## config.mk

```make
export PLATFORM = sky130hd
export DESIGN_NAME = accu_convert_unit
export DESIGN_NICKNAME = d
export VERILOG_FILES = /design/src/rtl/bcd_convert.v /design/src/rtl/float_convert.v /design/src/rtl/accu_convert_unit.v
export VERILOG_INCLUDE_DIRS = /design/src /design/src/common
export SDC_FILE = /design/constraint.sdc
export NUM_CORES = 2
export LEC_CHECK = 0
export BUFFER_PORTS_ARGS = -buffer_cell sky130_fd_sc_hd__buf_4
export CAP_MARGIN = 20
export CORE_ASPECT_RATIO = 0.6
export CORE_UTILIZATION = 50
export CTS_CLUSTER_SIZE = 25
export DETAILED_ROUTE_END_ITERATION = 16
export PLACE_DENSITY = 0.64
export SYNTH_ARGS = -nofsm -noshare
export SYNTH_HDL_FRONTEND = slang
export SYNTH_SLANG_ARGS = --single-unit
export TNS_END_PERCENT = 1
```

## constraint.sdc

```tcl
create_clock -name clk -period 44.3 [get_ports clk]
set_clock_uncertainty 0.1 [all_clocks]
set_input_delay 6.645 -clock clk [delete_from_list [all_inputs] [get_ports clk]]
set_output_delay 6.645 -clock clk [all_outputs]
set_load 0.05 [all_outputs]
```

## src/common/accu_consts.vh

```
/*
  constants for the accumulator convert and substitute unit:
  operation codes, parameter word fields, system word window.
  assumes nothing; definitions only.
*/
`ifndef ACCU_CONSTS_VH
`define ACCU_CONSTS_VH

`define OP_W 5
`define OP_NONE 5'h00
`define OP_ONES_LOW 5'h01
`define OP_NEG_LOW 5'h02
`define OP_NEG_32 5'h03
`define OP_BCD_BIN16 5'h04
`define OP_BIN16_BCD 5'h05
`define OP_BCD_BIN32 5'h06
`define OP_BIN32_BCD 5'h07
`define OP_INT_FLOAT 5'h08
`define OP_FLOAT_INT 5'h09
`define OP_DEC_BYTE 5'h0A
`define OP_INC_BYTE 5'h0B
`define OP_SUB_BLOCK 5'h0C
`define OP_SUB_MARKER 5'h0D
`define OP_SUB_FORMAL 5'h0E
`define OP_FORMAL_RUN 5'h0F
`define OP_SYS_RUN 5'h10
`define OP_INT_MASK 5'h11
`define OP_INT_UNMASK 5'h12
`define OP_LOAD 5'h13

`define KIND_W 3
`define KIND_OTHER 3'h0
`define KIND_MARKER_BIT 3'h1
`define KIND_SYS_FLAG 3'h2
`define KIND_TIMER_CNT 3'h3
`define KIND_BLOCK_CALL 3'h4

`define MB_BYTE_HI 7
`define MB_BIT_LO 8
`define MB_BIT_HI 10
`define SF_BYTE_HI 11
`define SF_BIT_LO 12
`define SF_BIT_HI 14
`define SF_ZERO_BIT 15
`define TC_CELL_HI 7

`define SYS_WORD_FIRST 8'h3C
`define SYS_WORD_LAST 8'h3F
`define MARKER_WORD_LAST 8'hFE

`define ACC_RESET 32'h00000000
`define FLOAT_BIAS 8'h7F

`endif

```

## src/rtl/bcd_convert.v

```verilog
/*
  combinational bcd <-> binary for 16 and 32 bit fields.
  assumes valid bcd digits on bcd input; invalid digits give no error.
*/
`timescale 1ns/10ps
`default_nettype none
module bcd_convert (
  input wire [31:0] value,
  output reg [31:0] bcd_to_bin,
  output reg [31:0] bin_to_bcd
);
  integer i;
  reg [31:0] acc;
  reg [63:0] sh;
  always @* begin
    acc = 32'h00000000;
    for (i = 7; i >= 0; i = i - 1) begin
      acc = acc * 32'd10 + {28'h0000000, value[i*4 +: 4]};
    end
    bcd_to_bin = acc;
    // double dabble; high digits beyond 8 are dropped, value capped by width
    sh = {32'h00000000, value};
    for (i = 0; i < 32; i = i + 1) begin
      if (sh[35:32] > 4'h4) sh[35:32] = sh[35:32] + 4'h3;
      if (sh[39:36] > 4'h4) sh[39:36] = sh[39:36] + 4'h3;
      if (sh[43:40] > 4'h4) sh[43:40] = sh[43:40] + 4'h3;
      if (sh[47:44] > 4'h4) sh[47:44] = sh[47:44] + 4'h3;
      if (sh[51:48] > 4'h4) sh[51:48] = sh[51:48] + 4'h3;
      if (sh[55:52] > 4'h4) sh[55:52] = sh[55:52] + 4'h3;
      if (sh[59:56] > 4'h4) sh[59:56] = sh[59:56] + 4'h3;
      if (sh[63:60] > 4'h4) sh[63:60] = sh[63:60] + 4'h3;
      sh = {sh[62:0], 1'b0};
    end
    bin_to_bcd = sh[63:32];
  end
endmodule // bcd_convert
`default_nettype wire

```

## src/rtl/float_convert.v

```verilog
/*
  combinational 32-bit integer <-> float (sign, 8-bit biased exponent, 23-bit mantissa).
  assumes normalised input floats; float to int rounds toward minus infinity, except magnitudes below one give zero.
*/
`timescale 1ns/10ps
`default_nettype none
`include "accu_consts.vh"
module float_convert (
  input wire [31:0] value,
  output reg [31:0] to_float,
  output reg [31:0] to_int
);
  integer i;
  integer msb;
  reg [31:0] mag;
  reg [31:0] norm;
  reg [7:0] ex;
  reg [55:0] m;
  reg [55:0] sh;
  reg frac;
  always @* begin
    msb = 0;
    mag = value[31] ? (~value + 32'h00000001) : value;
    for (i = 0; i < 32; i = i + 1) begin
      if (mag[i]) msb = i;
    end
    norm = mag << (31 - msb);
    ex = `FLOAT_BIAS + msb[7:0];
    // low mantissa bits truncated; 24-bit precision is the trade
    if (mag == 32'h00000000) to_float = 32'h00000000;
    else to_float = {value[31], ex, norm[30:8]};
    m = {32'h00000000, 1'b1, value[22:0]};
    frac = 1'b0;
    sh = 56'h0;
    if (value[30:23] < `FLOAT_BIAS) begin
      sh = 56'h0;
      frac = (value[30:0] != 31'h0);
    end else if (value[30:23] >= `FLOAT_BIAS + 8'd23) begin
      sh = m << (value[30:23] - `FLOAT_BIAS - 8'd23);
    end else begin
      sh = m >> (`FLOAT_BIAS + 8'd23 - value[30:23]);
      frac = ((sh << (`FLOAT_BIAS + 8'd23 - value[30:23])) != m);
    end
    // magnitudes below one give zero for either sign
    if (value[31] && (value[30:23] >= `FLOAT_BIAS)) to_int = ~sh[31:0] + 32'h00000001 - {31'h0, frac};
    else to_int = sh[31:0];
  end
endmodule // float_convert
`default_nettype wire

```

## src/rtl/accu_convert_unit.v

```verilog
/*
  execution unit for accumulator conversion, byte step, operand
  substitution, indirect opcode run and process interrupt masking.
  assumes one operation per op_valid pulse from the instruction sequencer,
  which also supplies fetched data words, flag words and formal operands.
  the sequencer answers each fetch_req with one fetched_valid pulse, after
  any number of cycles; ops offered while a fetch is open are dropped.
  illegal kinds and indexes raise op_error at the taking edge, no fetch.
  op_param and logic_result are accepted but unused: the parameter word
  arrives as a fetched word and the byte step never looks at the result.
  the float format is sign, 8-bit biased exponent and 23-bit mantissa.
  bcd inputs with digits above nine give no error and no defined result.
  substitutions leave the accumulator untouched; only the next non-substitution op sees them.
*/
`timescale 1ns/10ps
`default_nettype none
`include "accu_consts.vh"
// How it works
// - ones_complement_low inverts all 16 low accumulator bits.
// - negate_low_word makes the low word its two's complement.
// - negate_32 makes the full accumulator its two's complement.
// - bcd_to_bin16 reads low 16 bits as bcd, writes binary low word.
// - bin16_to_bcd writes the bcd form of the low word back there.
// - bcd_to_bin32 converts the full accumulator from bcd to binary.
// - bin32_to_bcd converts the full accumulator from binary to bcd.
// - int_to_float gives 32-bit float, sign bit one when negative.
// - float_to_int rounds down; values between minus one and zero give zero.
// - decrement subtracts operand 1..255 from low accumulator byte.
// - increment adds operand 1..255 to low accumulator byte.
// - byte step wraps in the byte and ignores the logic result.
// - block_word substitution feeds data word 0..255 as next operand.
// - marker_word substitution feeds flag word 0..254 as next operand.
// - substitution applies to the next instruction that is not itself a substitution only.
// - formal substitution accepts only block calls; other kinds raise op_error.
// - formal_opcode_run executes opcode from formal operand indexed by accumulator.
// - system word run uses words 60..63, second word from n+1 for 60..62.
// - marker bit parameter: byte bits 7..0, bit 10..8, rest ignored.
// - system flag parameter: byte 11..0, bit 14..12, bit 15 zero.
// - timer and counter parameter: cell in bits 7..0, rest ignored.
// - interrupt_mask_on blocks process interrupts until unmasked.
// - interrupt_unmask restores process interrupt servicing.
// - accumulator is 32 bits; word ops use low half only.
module accu_convert_unit (
  input wire clk,
  input wire reset_n,
  input wire op_valid,
  input wire [4:0] op_code,
  input wire [7:0] op_operand,
  input wire [15:0] op_param,
  input wire [2:0] op_kind,
  input wire logic_result,
  input wire acc_load_valid,
  input wire [31:0] acc_load_value,
  input wire [15:0] fetched_word,
  input wire fetched_valid,
  input wire process_irq_req,
  output reg [31:0] first_accumulator,
  output reg op_done,
  output reg op_error,
  output reg fetch_req,
  output reg [1:0] fetch_space,
  output reg [7:0] fetch_index,
  output reg subst_active,
  output reg [15:0] subst_value,
  output reg [11:0] subst_byte_addr,
  output reg [2:0] subst_bit_addr,
  output reg exec_valid,
  output reg [15:0] exec_word0,
  output reg [15:0] exec_word1,
  output reg process_irq_service,
  output reg irq_masked
);
  localparam [3:0] S_IDLE = 4'b0001;
  localparam [3:0] S_FETCH0 = 4'b0010;
  localparam [3:0] S_FETCH1 = 4'b0100;
  localparam [3:0] S_DONE = 4'b1000;

  localparam [1:0] SPACE_BLOCK = 2'h0;
  localparam [1:0] SPACE_MARKER = 2'h1;
  localparam [1:0] SPACE_FORMAL = 2'h2;
  localparam [1:0] SPACE_SYSTEM = 2'h3;

  wire [31:0] bcd_bin;
  wire [31:0] bin_bcd;
  wire [31:0] bcd_bin_lo;
  wire [31:0] bin_bcd_lo;
  wire [31:0] fl_out;
  wire [31:0] int_out;

  reg [3:0] state_q;
  reg [3:0] state_d;
  reg [31:0] acc_d;
  reg pending_q;
  reg pending_d;
  reg [4:0] cur_op_q;
  reg [4:0] cur_op_d;
  reg [7:0] sys_idx_q;
  reg [7:0] sys_idx_d;
  reg [15:0] word0_q;
  reg [15:0] word0_d;

  bcd_convert u_bcd32 (
    .value(first_accumulator),
    .bcd_to_bin(bcd_bin),
    .bin_to_bcd(bin_bcd)
  );

  bcd_convert u_bcd16 (
    .value({16'h0000, first_accumulator[15:0]}),
    .bcd_to_bin(bcd_bin_lo),
    .bin_to_bcd(bin_bcd_lo)
  );

  float_convert u_float (
    .value(first_accumulator),
    .to_float(fl_out),
    .to_int(int_out)
  );

  // substitution fields decoded from the parameter word
  reg [15:0] sv_d;
  reg [11:0] sb_d;
  reg [2:0] sbit_d;
  reg bad_param;
  always @* begin
    sv_d = fetched_word;
    sb_d = 12'h000;
    sbit_d = 3'h0;
    bad_param = 1'b0;
    case (op_kind)
      `KIND_MARKER_BIT: begin
        sb_d = {4'h0, fetched_word[`MB_BYTE_HI:0]};
        sbit_d = fetched_word[`MB_BIT_HI:`MB_BIT_LO];
      end
      `KIND_SYS_FLAG: begin
        sb_d = fetched_word[`SF_BYTE_HI:0];
        sbit_d = fetched_word[`SF_BIT_HI:`SF_BIT_LO];
        bad_param = fetched_word[`SF_ZERO_BIT];
      end
      `KIND_TIMER_CNT: begin
        sb_d = {4'h0, fetched_word[`TC_CELL_HI:0]};
      end
      default: begin
        sb_d = fetched_word[11:0];
      end
    endcase
  end

  wire sub_op = (op_code == `OP_SUB_BLOCK) || (op_code == `OP_SUB_MARKER) ||
    (op_code == `OP_SUB_FORMAL);
  // a second fetch is needed for the two-word system run
  wire sys_two = (sys_idx_q != `SYS_WORD_LAST);
  // refused at the taking edge, so the sequencer never sees a fetch for it
  wire bad_marker = (op_code == `OP_SUB_MARKER) && (op_operand > `MARKER_WORD_LAST);

  always @* begin
    state_d = state_q;
    acc_d = first_accumulator;
    pending_d = pending_q;
    cur_op_d = cur_op_q;
    sys_idx_d = sys_idx_q;
    word0_d = word0_q;
    case (state_q)
      S_IDLE: begin
        if (acc_load_valid) acc_d = acc_load_value;
        if (op_valid) begin
          cur_op_d = op_code;
          // the substitution is spent by the next instruction that is not itself a substitution
          if (!sub_op) pending_d = 1'b0;
          case (op_code)
            `OP_ONES_LOW: acc_d = {first_accumulator[31:16], ~first_accumulator[15:0]};
            `OP_NEG_LOW: acc_d = {first_accumulator[31:16],
              16'h0000 - first_accumulator[15:0]};
            `OP_NEG_32: acc_d = 32'h00000000 - first_accumulator;
            `OP_BCD_BIN16: acc_d = {first_accumulator[31:16], bcd_bin_lo[15:0]};
            `OP_BIN16_BCD: acc_d = {first_accumulator[31:16], bin_bcd_lo[15:0]};
            `OP_BCD_BIN32: acc_d = bcd_bin;
            `OP_BIN32_BCD: acc_d = bin_bcd;
            `OP_INT_FLOAT: acc_d = fl_out;
            `OP_FLOAT_INT: acc_d = int_out;
            // logic_result deliberately unused: byte step is unconditional
            `OP_DEC_BYTE: acc_d = {first_accumulator[31:8],
              first_accumulator[7:0] - op_operand};
            `OP_INC_BYTE: acc_d = {first_accumulator[31:8],
              first_accumulator[7:0] + op_operand};
            `OP_SUB_BLOCK, `OP_SUB_MARKER: begin
              // a marker word above 254 would leave a fetch open forever
              if (bad_marker) state_d = S_DONE;
              else state_d = S_FETCH0;
            end
            `OP_SUB_FORMAL: begin
              if (op_kind == `KIND_BLOCK_CALL) state_d = S_FETCH0;
              else state_d = S_DONE;
            end
            `OP_FORMAL_RUN: state_d = S_FETCH0;
            `OP_SYS_RUN: begin
              sys_idx_d = op_operand;
              if (op_operand >= `SYS_WORD_FIRST && op_operand <= `SYS_WORD_LAST) begin
                state_d = S_FETCH0;
              end else begin
                state_d = S_DONE;
              end
            end
            default: acc_d = first_accumulator;
          endcase
        end
      end
      S_FETCH0: begin
        if (fetched_valid) begin
          word0_d = fetched_word;
          if (cur_op_q == `OP_SUB_BLOCK || cur_op_q == `OP_SUB_MARKER ||
              cur_op_q == `OP_SUB_FORMAL) begin
            pending_d = 1'b1;
            state_d = S_DONE;
          end else if (cur_op_q == `OP_SYS_RUN && sys_two) begin
            state_d = S_FETCH1;
          end else begin
            state_d = S_DONE;
          end
        end
      end
      S_FETCH1: begin
        if (fetched_valid) state_d = S_DONE;
      end
      S_DONE: state_d = S_IDLE;
      default: state_d = S_IDLE;
    endcase
  end

  always @(posedge clk or negedge reset_n) begin
    if (!reset_n) begin
      state_q <= S_IDLE;
      first_accumulator <= `ACC_RESET;
      pending_q <= 1'b0;
      cur_op_q <= `OP_NONE;
      sys_idx_q <= 8'h00;
      word0_q <= 16'h0000;
      op_done <= 1'b0;
      op_error <= 1'b0;
      subst_active <= 1'b0;
      subst_value <= 16'h0000;
      subst_byte_addr <= 12'h000;
      subst_bit_addr <= 3'h0;
    end else begin
      state_q <= state_d;
      first_accumulator <= acc_d;
      pending_q <= pending_d;
      cur_op_q <= cur_op_d;
      sys_idx_q <= sys_idx_d;
      word0_q <= word0_d;
      subst_active <= pending_d;
      op_done <= (state_q == S_IDLE && op_valid && state_d == S_IDLE) ||
        (state_q == S_DONE);
      op_error <= 1'b0;
      if (state_q == S_IDLE && op_valid) begin
        if (op_code == `OP_SUB_FORMAL && op_kind != `KIND_BLOCK_CALL) begin
          op_error <= 1'b1;
        end
        if (op_code == `OP_SYS_RUN &&
            (op_operand < `SYS_WORD_FIRST || op_operand > `SYS_WORD_LAST)) begin
          op_error <= 1'b1;
        end
        if (op_code == `OP_SUB_MARKER && op_operand > `MARKER_WORD_LAST) begin
          op_error <= 1'b1;
        end
      end
      if (state_q == S_FETCH0 && fetched_valid && state_d == S_DONE &&
          cur_op_q != `OP_FORMAL_RUN && cur_op_q != `OP_SYS_RUN) begin
        subst_value <= sv_d;
        subst_byte_addr <= sb_d;
        subst_bit_addr <= sbit_d;
        if (bad_param) op_error <= 1'b1;
      end
    end
  end

  // fetch side flops: request level, space and index
  always @(posedge clk or negedge reset_n) begin
    if (!reset_n) begin
      fetch_req <= 1'b0;
      fetch_space <= 2'h0;
      fetch_index <= 8'h00;
    end else begin
      fetch_req <= (state_d == S_FETCH0 || state_d == S_FETCH1);
      if (state_q == S_IDLE && op_valid) begin
        case (op_code)
          `OP_SUB_MARKER: fetch_space <= SPACE_MARKER;
          `OP_SUB_FORMAL: fetch_space <= SPACE_FORMAL;
          `OP_FORMAL_RUN: fetch_space <= SPACE_FORMAL;
          `OP_SYS_RUN: fetch_space <= SPACE_SYSTEM;
          default: fetch_space <= SPACE_BLOCK;
        endcase
        // formal run indexes by the accumulator, not the operand
        if (op_code == `OP_FORMAL_RUN) fetch_index <= first_accumulator[7:0];
        else fetch_index <= op_operand;
      end else if (state_q == S_FETCH0 && fetched_valid && state_d == S_FETCH1) begin
        fetch_index <= sys_idx_q + 8'h01;
      end
    end
  end

  // opcode words for the sequencer; they stand until the next run
  always @(posedge clk or negedge reset_n) begin
    if (!reset_n) begin
      exec_valid <= 1'b0;
      exec_word0 <= 16'h0000;
      exec_word1 <= 16'h0000;
    end else begin
      exec_valid <= 1'b0;
      if (state_q == S_FETCH0 && fetched_valid && state_d == S_DONE &&
          (cur_op_q == `OP_FORMAL_RUN || cur_op_q == `OP_SYS_RUN)) begin
        exec_valid <= 1'b1;
        exec_word0 <= fetched_word;
        exec_word1 <= 16'h0000;
      end
      if (state_q == S_FETCH1 && fetched_valid) begin
        exec_valid <= 1'b1;
        exec_word0 <= word0_q;
        exec_word1 <= fetched_word;
      end
    end
  end

  // masking flops; nothing else in the unit reads them
  always @(posedge clk or negedge reset_n) begin
    if (!reset_n) begin
      process_irq_service <= 1'b0;
      irq_masked <= 1'b0;
    end else begin
      if (state_q == S_IDLE && op_valid && op_code == `OP_INT_MASK) begin
        irq_masked <= 1'b1;
      end else if (state_q == S_IDLE && op_valid && op_code == `OP_INT_UNMASK) begin
        irq_masked <= 1'b0;
      end
      process_irq_service <= process_irq_req && !irq_masked;
    end
  end
endmodule // accu_convert_unit
`default_nettype wire

```

# After elaboration in Yosys (flattened, before gate mapping)
# Index checks and enable logic that the tools add are counted.
classes:
  n_eq_ne: 58
  n_shift: 4
  mux: 279
  multipliers: 10
  add_sub_neg: 225
  n_lt_le_gt_ge: 210
  bitwise: 3
  reduce_logical: 47
ops:
  columns: ["op", "n"]
  rows:
  - ["4-bit 2-to-1 mux", 198]
  - ["4-bit by 3-bit greater-than comparator with 1-bit output, second input constant", 190]
  - ["4-bit by 2-bit adder with 4-bit output, second input constant", 172]
  - ["32-bit case mux with 12 select lines", 1]
  - ["32-bit by 4-bit adder with 32-bit output", 9]
  - ["32-bit by 3-bit multiplier with 31-bit output, second input constant", 7]
  - ["32-bit 2-to-1 mux", 7]
  - ["5-bit 2-to-1 mux", 16]
  - ["3-bit 2-to-1 mux", 24]
  - ["32-bit by 1-bit adder with 32-bit output, second input constant", 2]
  - ["16-bit 2-to-1 mux", 4]
  - ["32-bit inverter", 2]
  - ["5-bit by 4-bit == test with 1-bit output, second input constant", 12]
  - ["3-bit by 2-bit adder with 3-bit output, second input constant", 19]
  - ["56-bit by 24-bit inequality test with 1-bit output", 1]
  - ["56-bit by 8-bit << shifter with 56-bit output", 1]
  - ["24-bit by 8-bit >> shifter with 56-bit output", 1]
  - ["32-bit logical NOT", 1]
  - ["32-bit by 3-bit multiplier with 15-bit output, second input constant", 1]
  - ["24-bit by 8-bit << shifter with 32-bit output", 1]
  - ["32-bit by 32-bit << shifter with 31-bit output", 1]
  - ["1-bit by 32-bit subtractor with 32-bit output, first input constant", 1]
  - ["32-bit by 1-bit subtractor with 32-bit output", 1]
  - ["31-bit nonzero test", 1]
  - ["other kinds (65)", 163]
word_totals:
  ff_bits: 145
  elab_cells: 860
  out_inout_bits: 112
  in_bits: 87

# Depth between registers and ports, before layout
depth:
  ltp_word: 60
  depth_mapped: 134
  depth_no_buf: 127

# Modules after synthesis
# Synthesis repeated with hierarchy kept, for this count alone.
hier_totals:
  cells_unflattened: 10763
  hier_area_um2: 76231.9
by_module_without_submodules:
  columns: ["mod", "n_inst", "area_per_inst_um2", "seq_area_each_um2", "cells_per_inst"]
  rows:
  - ["bcd_convert", 2, 27695.3, 0.0, 3952]
  - ["float_convert", 1, 11537.3, 0.0, 1804]
  - ["accu_convert_unit", 1, 9303.9, 3429.5, 1055]

# Least setup slack after synthesis
# Ideal clock, no wire load.
synth_timing:
  kind: "reg2reg"
  startpoint: "register first_accumulator[30]"
  endpoint: "register first_accumulator[17]"
  stages_incl_launch_ff: 130
  path_slack_ns: 20.588
  t_required_ns: 44.089
  t_arrival_ns: 23.501
  n_path_buf: 10
  synth_period_minus_slack_ns: 23.712
  setup_time_ns: 0.111
  path_cell_list: "dfrtp_1 > clkbuf_1 > inv_1 > ha_1 > ha_1 > buf_2 > buf_4 > clkbuf_1 > nor3b_1 > a311o_1 > nor4_2 > nor2_1 > ha_1 > inv_1 > ha_1 > nor2b_1 > a311oi_1 > and3_1 > [94 not listed] > xor2_1 > ha_1 > nor2_1 > nor2_1 > xnor2_1 > ha_1 > inv_1 > a21oi_1 > xnor2_1 > ha_1 > nor2_1 > nand3b_1 > nor2_1 > a21oi_1 > o31ai_1 > xor2_1 > nand2_1 > a222oi_1"
synth_between:
  elab_chain_len: 60
  elab_cells_between_ends: 360
  classes_between: "119 x add/sub; 7 x mul; 108 x order compare; 1 x eq/ne; 4 x shift; 116 x mux; 2 x bitwise; 3 x reduce/logical"
synth_rtl:
  columns: ["element", "line_no", "text"]
  rows:
  - ["start, declared", "accu_convert_unit.v:57", "output reg [31:0] first_accumulator,"]
  - ["start signal, assigned", "accu_convert_unit.v:233", "first_accumulator <= `ACC_RESET;"]
  - ["parallel branches: the longest is 58 deep, another holds 32-bit by 4-bit adder with 32-bit output", null, null]
  - ["32-bit case mux with 12 select lines (*)", "accu_convert_unit.v:170", "case (op_code)"]
  - ["32-bit 2-to-1 mux (*)", "accu_convert_unit.v:166", "if (op_valid) begin"]
# Every way passes the cells marked *. The select of a mux whose other input is x is not followed.
# A chain may end at the register's enable or synchronous reset.

# Final worst setup path
layout_timing:
  startpoint: "register first_accumulator[30]"
  endpoint: "register first_accumulator[18]"
layout_between:
  elab_chain_len: 60
  elab_cells_between_ends: 360
  classes_between: "119 x add/sub; 7 x mul; 108 x order compare; 1 x eq/ne; 4 x shift; 116 x mux; 2 x bitwise; 3 x reduce/logical"
layout_rtl:
  columns: ["element", "line_no"]
  rows:
  - ["parallel branches: the longest is 58 deep, another holds 32-bit by 4-bit adder with 32-bit output", null]
  - ["32-bit case mux with 12 select lines (*)", "accu_convert_unit.v:170"]
  - ["32-bit 2-to-1 mux (*)", "accu_convert_unit.v:166"]
# Marks and branches as above.

==> results.toml <==
[status]
status = "finished clean"

[logic_synthesis]
synthArstFlopShare_pct = 100
yosys-top-cells-count = "nand2_1 (674), ha_1 (561), a21oi_1 (553)"
synthFlopType = "dfrtp_1"
ys_types = 153
syn_avg_cell_area_um2 = 7.25
ys_top_cells_by_area = "ha_1 (14%), dfrtp_1 (6.8%), xnor2_1 (6.5%), a21oi_1 (5.5%), mux2i_1 (5.2%)"
yosysWarnings = 0
yosys.area.top_type = "ha_1"
ys_ff_latch = 137
synth-edff-count = 0
syn_inst = 6953
synth_area_mm2 = 0.0504
synth_top_area_share_pct = 13.9
yosys.cell_count.top_type = "nand2_1"
ys_seq_area_share_pct = 6.81

[setup_path]
r2r_cells = 112
cp.arrival_ps = 28920
worst_setup_path_start_kind = "flop"
worstSetupPathType = "reg -> reg"
reg2reg_to = "first_accumulator[18]"
slowest_delay_ps = 840
cp.required_ps = 44530
r2r_slack_ps = 15610
cp-end-kind = "flop"
r2r_start = "first_accumulator[30]"
crit_fanout = 17
cpMaxStageDelayCell = "mux2i_1"
crit_top_cell = "ha_1"

[clock_network]
cts.htree.levels = 4
cts_root_buf = "clkbuf_16"
cts_hold_buf = 0
post_cts_buffers = 0
cts_buffers = 17
cts_buffer_depth = 2
cts_tree = "done"
clk_pin_slew_ps = 80
clock-sinks = 137
clock_latency_ps = 440
ctsResizeCount = 0

[route]
ant_nets = 0
drc = 0
dr.pass1.iters = 8
wl_per_cell_um = 21.7
vias = 53800
routed_wl_um = 179000
drt_iter0_markers = 6408
vias_per_cell = 6.53

[sta]
tightestPinTransition_ps = 1190
rsz0062_at_grt = "no"
hold_violations = 0
final-setup-viol-count = 0
slew_headroom_pct = 19.9
fin_setup_tns_ps = 0
min_period_ps = 28690
slew_viol_final = 0
finalCritPeriodShare_pct = 64.8
fmax_ghz = 0.0349

[global_route]
antenna_found_initial = 7
grt_max_degree = 99
grt.overflow.total = 0
grt_pass1_wl_um = 276000
first_global_vias = 48300
track_usage_pct = 33.6

[finish]
nets = 7570
fin_area_mm2 = 0.0533
drive_gt1_share_pct = 9.69
final_util_pct = 53.8
area_delta_synth_final_pct = 5.85

[floorplanning]
die-area_mm2 = 0.102
core_area_mm2 = 0.0991
die_w_um = 412
pin_count = 199
initial_core_util_pct = 50.8
rows = 89
die-height_um = 248

[hold_path]
hold_depth = 2
hold_class = "reg -> reg"
hp-start = "word0_q[3]"
hold_end = "word0_q[3]"

[placed_design]
numPortBuffers = 181
placed_cell_area_mm2 = 0.0527
hpwlAfterDp_um = 140000
routabilityCongestion = 1.05

[run]
drv_cap = 0
[layout make-up]
cell class	instances	area (um2)
fillers	9730	45800
inverters	394	1480
multi-input cells	6088	44100
clock inverters	15	186
diodes	4	10.0
well taps	1319	1650
flip-flops and latches	137	3440
repair buffers	265	2020
clock buffers	17	425
[per-stage QoR]
step	worst slack [ps]	hold WS [ps]	instances
after floorplan	20590	345	6957
after global placement	16920	358	8199
after detailed placement	16350	364	8200
after CTS	16230	385	8232
after global routing	13170	408	8238
final	15610	381	8239
[worst max-delay path: cells and delay by family, from the launching register on]
family                   cells  cell delay [ps]
AO/OA/AOI/OAI               28             7310
buffers and inverters       13             1780
multiplexers                 5             2480
AND/OR/NAND/NOR             34             7470
adder cells (fa/ha/maj)     22             5850
flip-flops                   1              360
XOR/XNOR                    10             3170
[metal layers]
layer | wire length (um) | global-route usage (%) | share of wire (%)
met1 | 86200 | 51.3 | 48
met2 | 67600 | 45.6 | 38
met3 | 21500 | 9.50 | 12
met4 | 3360 | 6.02 | 1.9
met5 | 13 | 0 | 0.0073
[sequential cells by signal (all words and copies together) (netlist names)]
register,flops
first_accumulator,32
exec_word0,16
exec_word1,16
subst_value,16
word0_q,16
fetch_index,8
sys_idx_q,8
cur_op_q,5
state_q,4
subst_byte_addr,4
subst_bit_addr,3
fetch_space,2
exec_valid,1
fetch_req,1
irq_masked,1
op_done,1
op_error,1
pending_q,1
process_irq_service,1
[cell usage in the layout (no fill, tap or decap), drive strengths merged, types with 61 or more instances in the layout]
cell type  instances
nor2             541
dfrtp            136
nor2b             67
o211ai            98
nand2            675
mux2i            273
a31oi             69
buf              263
inv              392
and3             108
nor3             199
a21oi            567
o21ai            434
a21o              97
o221ai            61
xor2             200
or3               69
ha               561
o22ai             78
o21bai           140
mux2             112
xnor2            386
nand2b            82
a211oi           100
and2              73
nand3            171
[how the worst max path moves through the flow]
stage | start | endpoint | depth (start not counted)
final | first_accumulator[30] | first_accumulator[18] | 112
after global routing | first_accumulator[30] | first_accumulator[18] | 117
after CTS | first_accumulator[30] | first_accumulator[18] | 116
after detailed placement | first_accumulator[30] | first_accumulator[18] | 115
after global placement | first_accumulator[30] | first_accumulator[18] | 114
after floorplan | first_accumulator[30] | first_accumulator[17] | 129
[cell families (layout without fill, tap and decap cells)]
logic type	count (synthesis)	after routing	share of synthesized area, %
xor+xnor	589	589	10.7
compound gates	2263	2263	30.9
other cells	1	9	0.00744
simple gates	2231	2231	21.5
fa+ha+maj	583	583	14.7
flops	137	137	6.81
buf+inv	732	691	5.82
mux	417	417	9.47
Power is not shown: default switching activity piles up to over one toggle a cycle in this logic, so the estimate is an artifact.
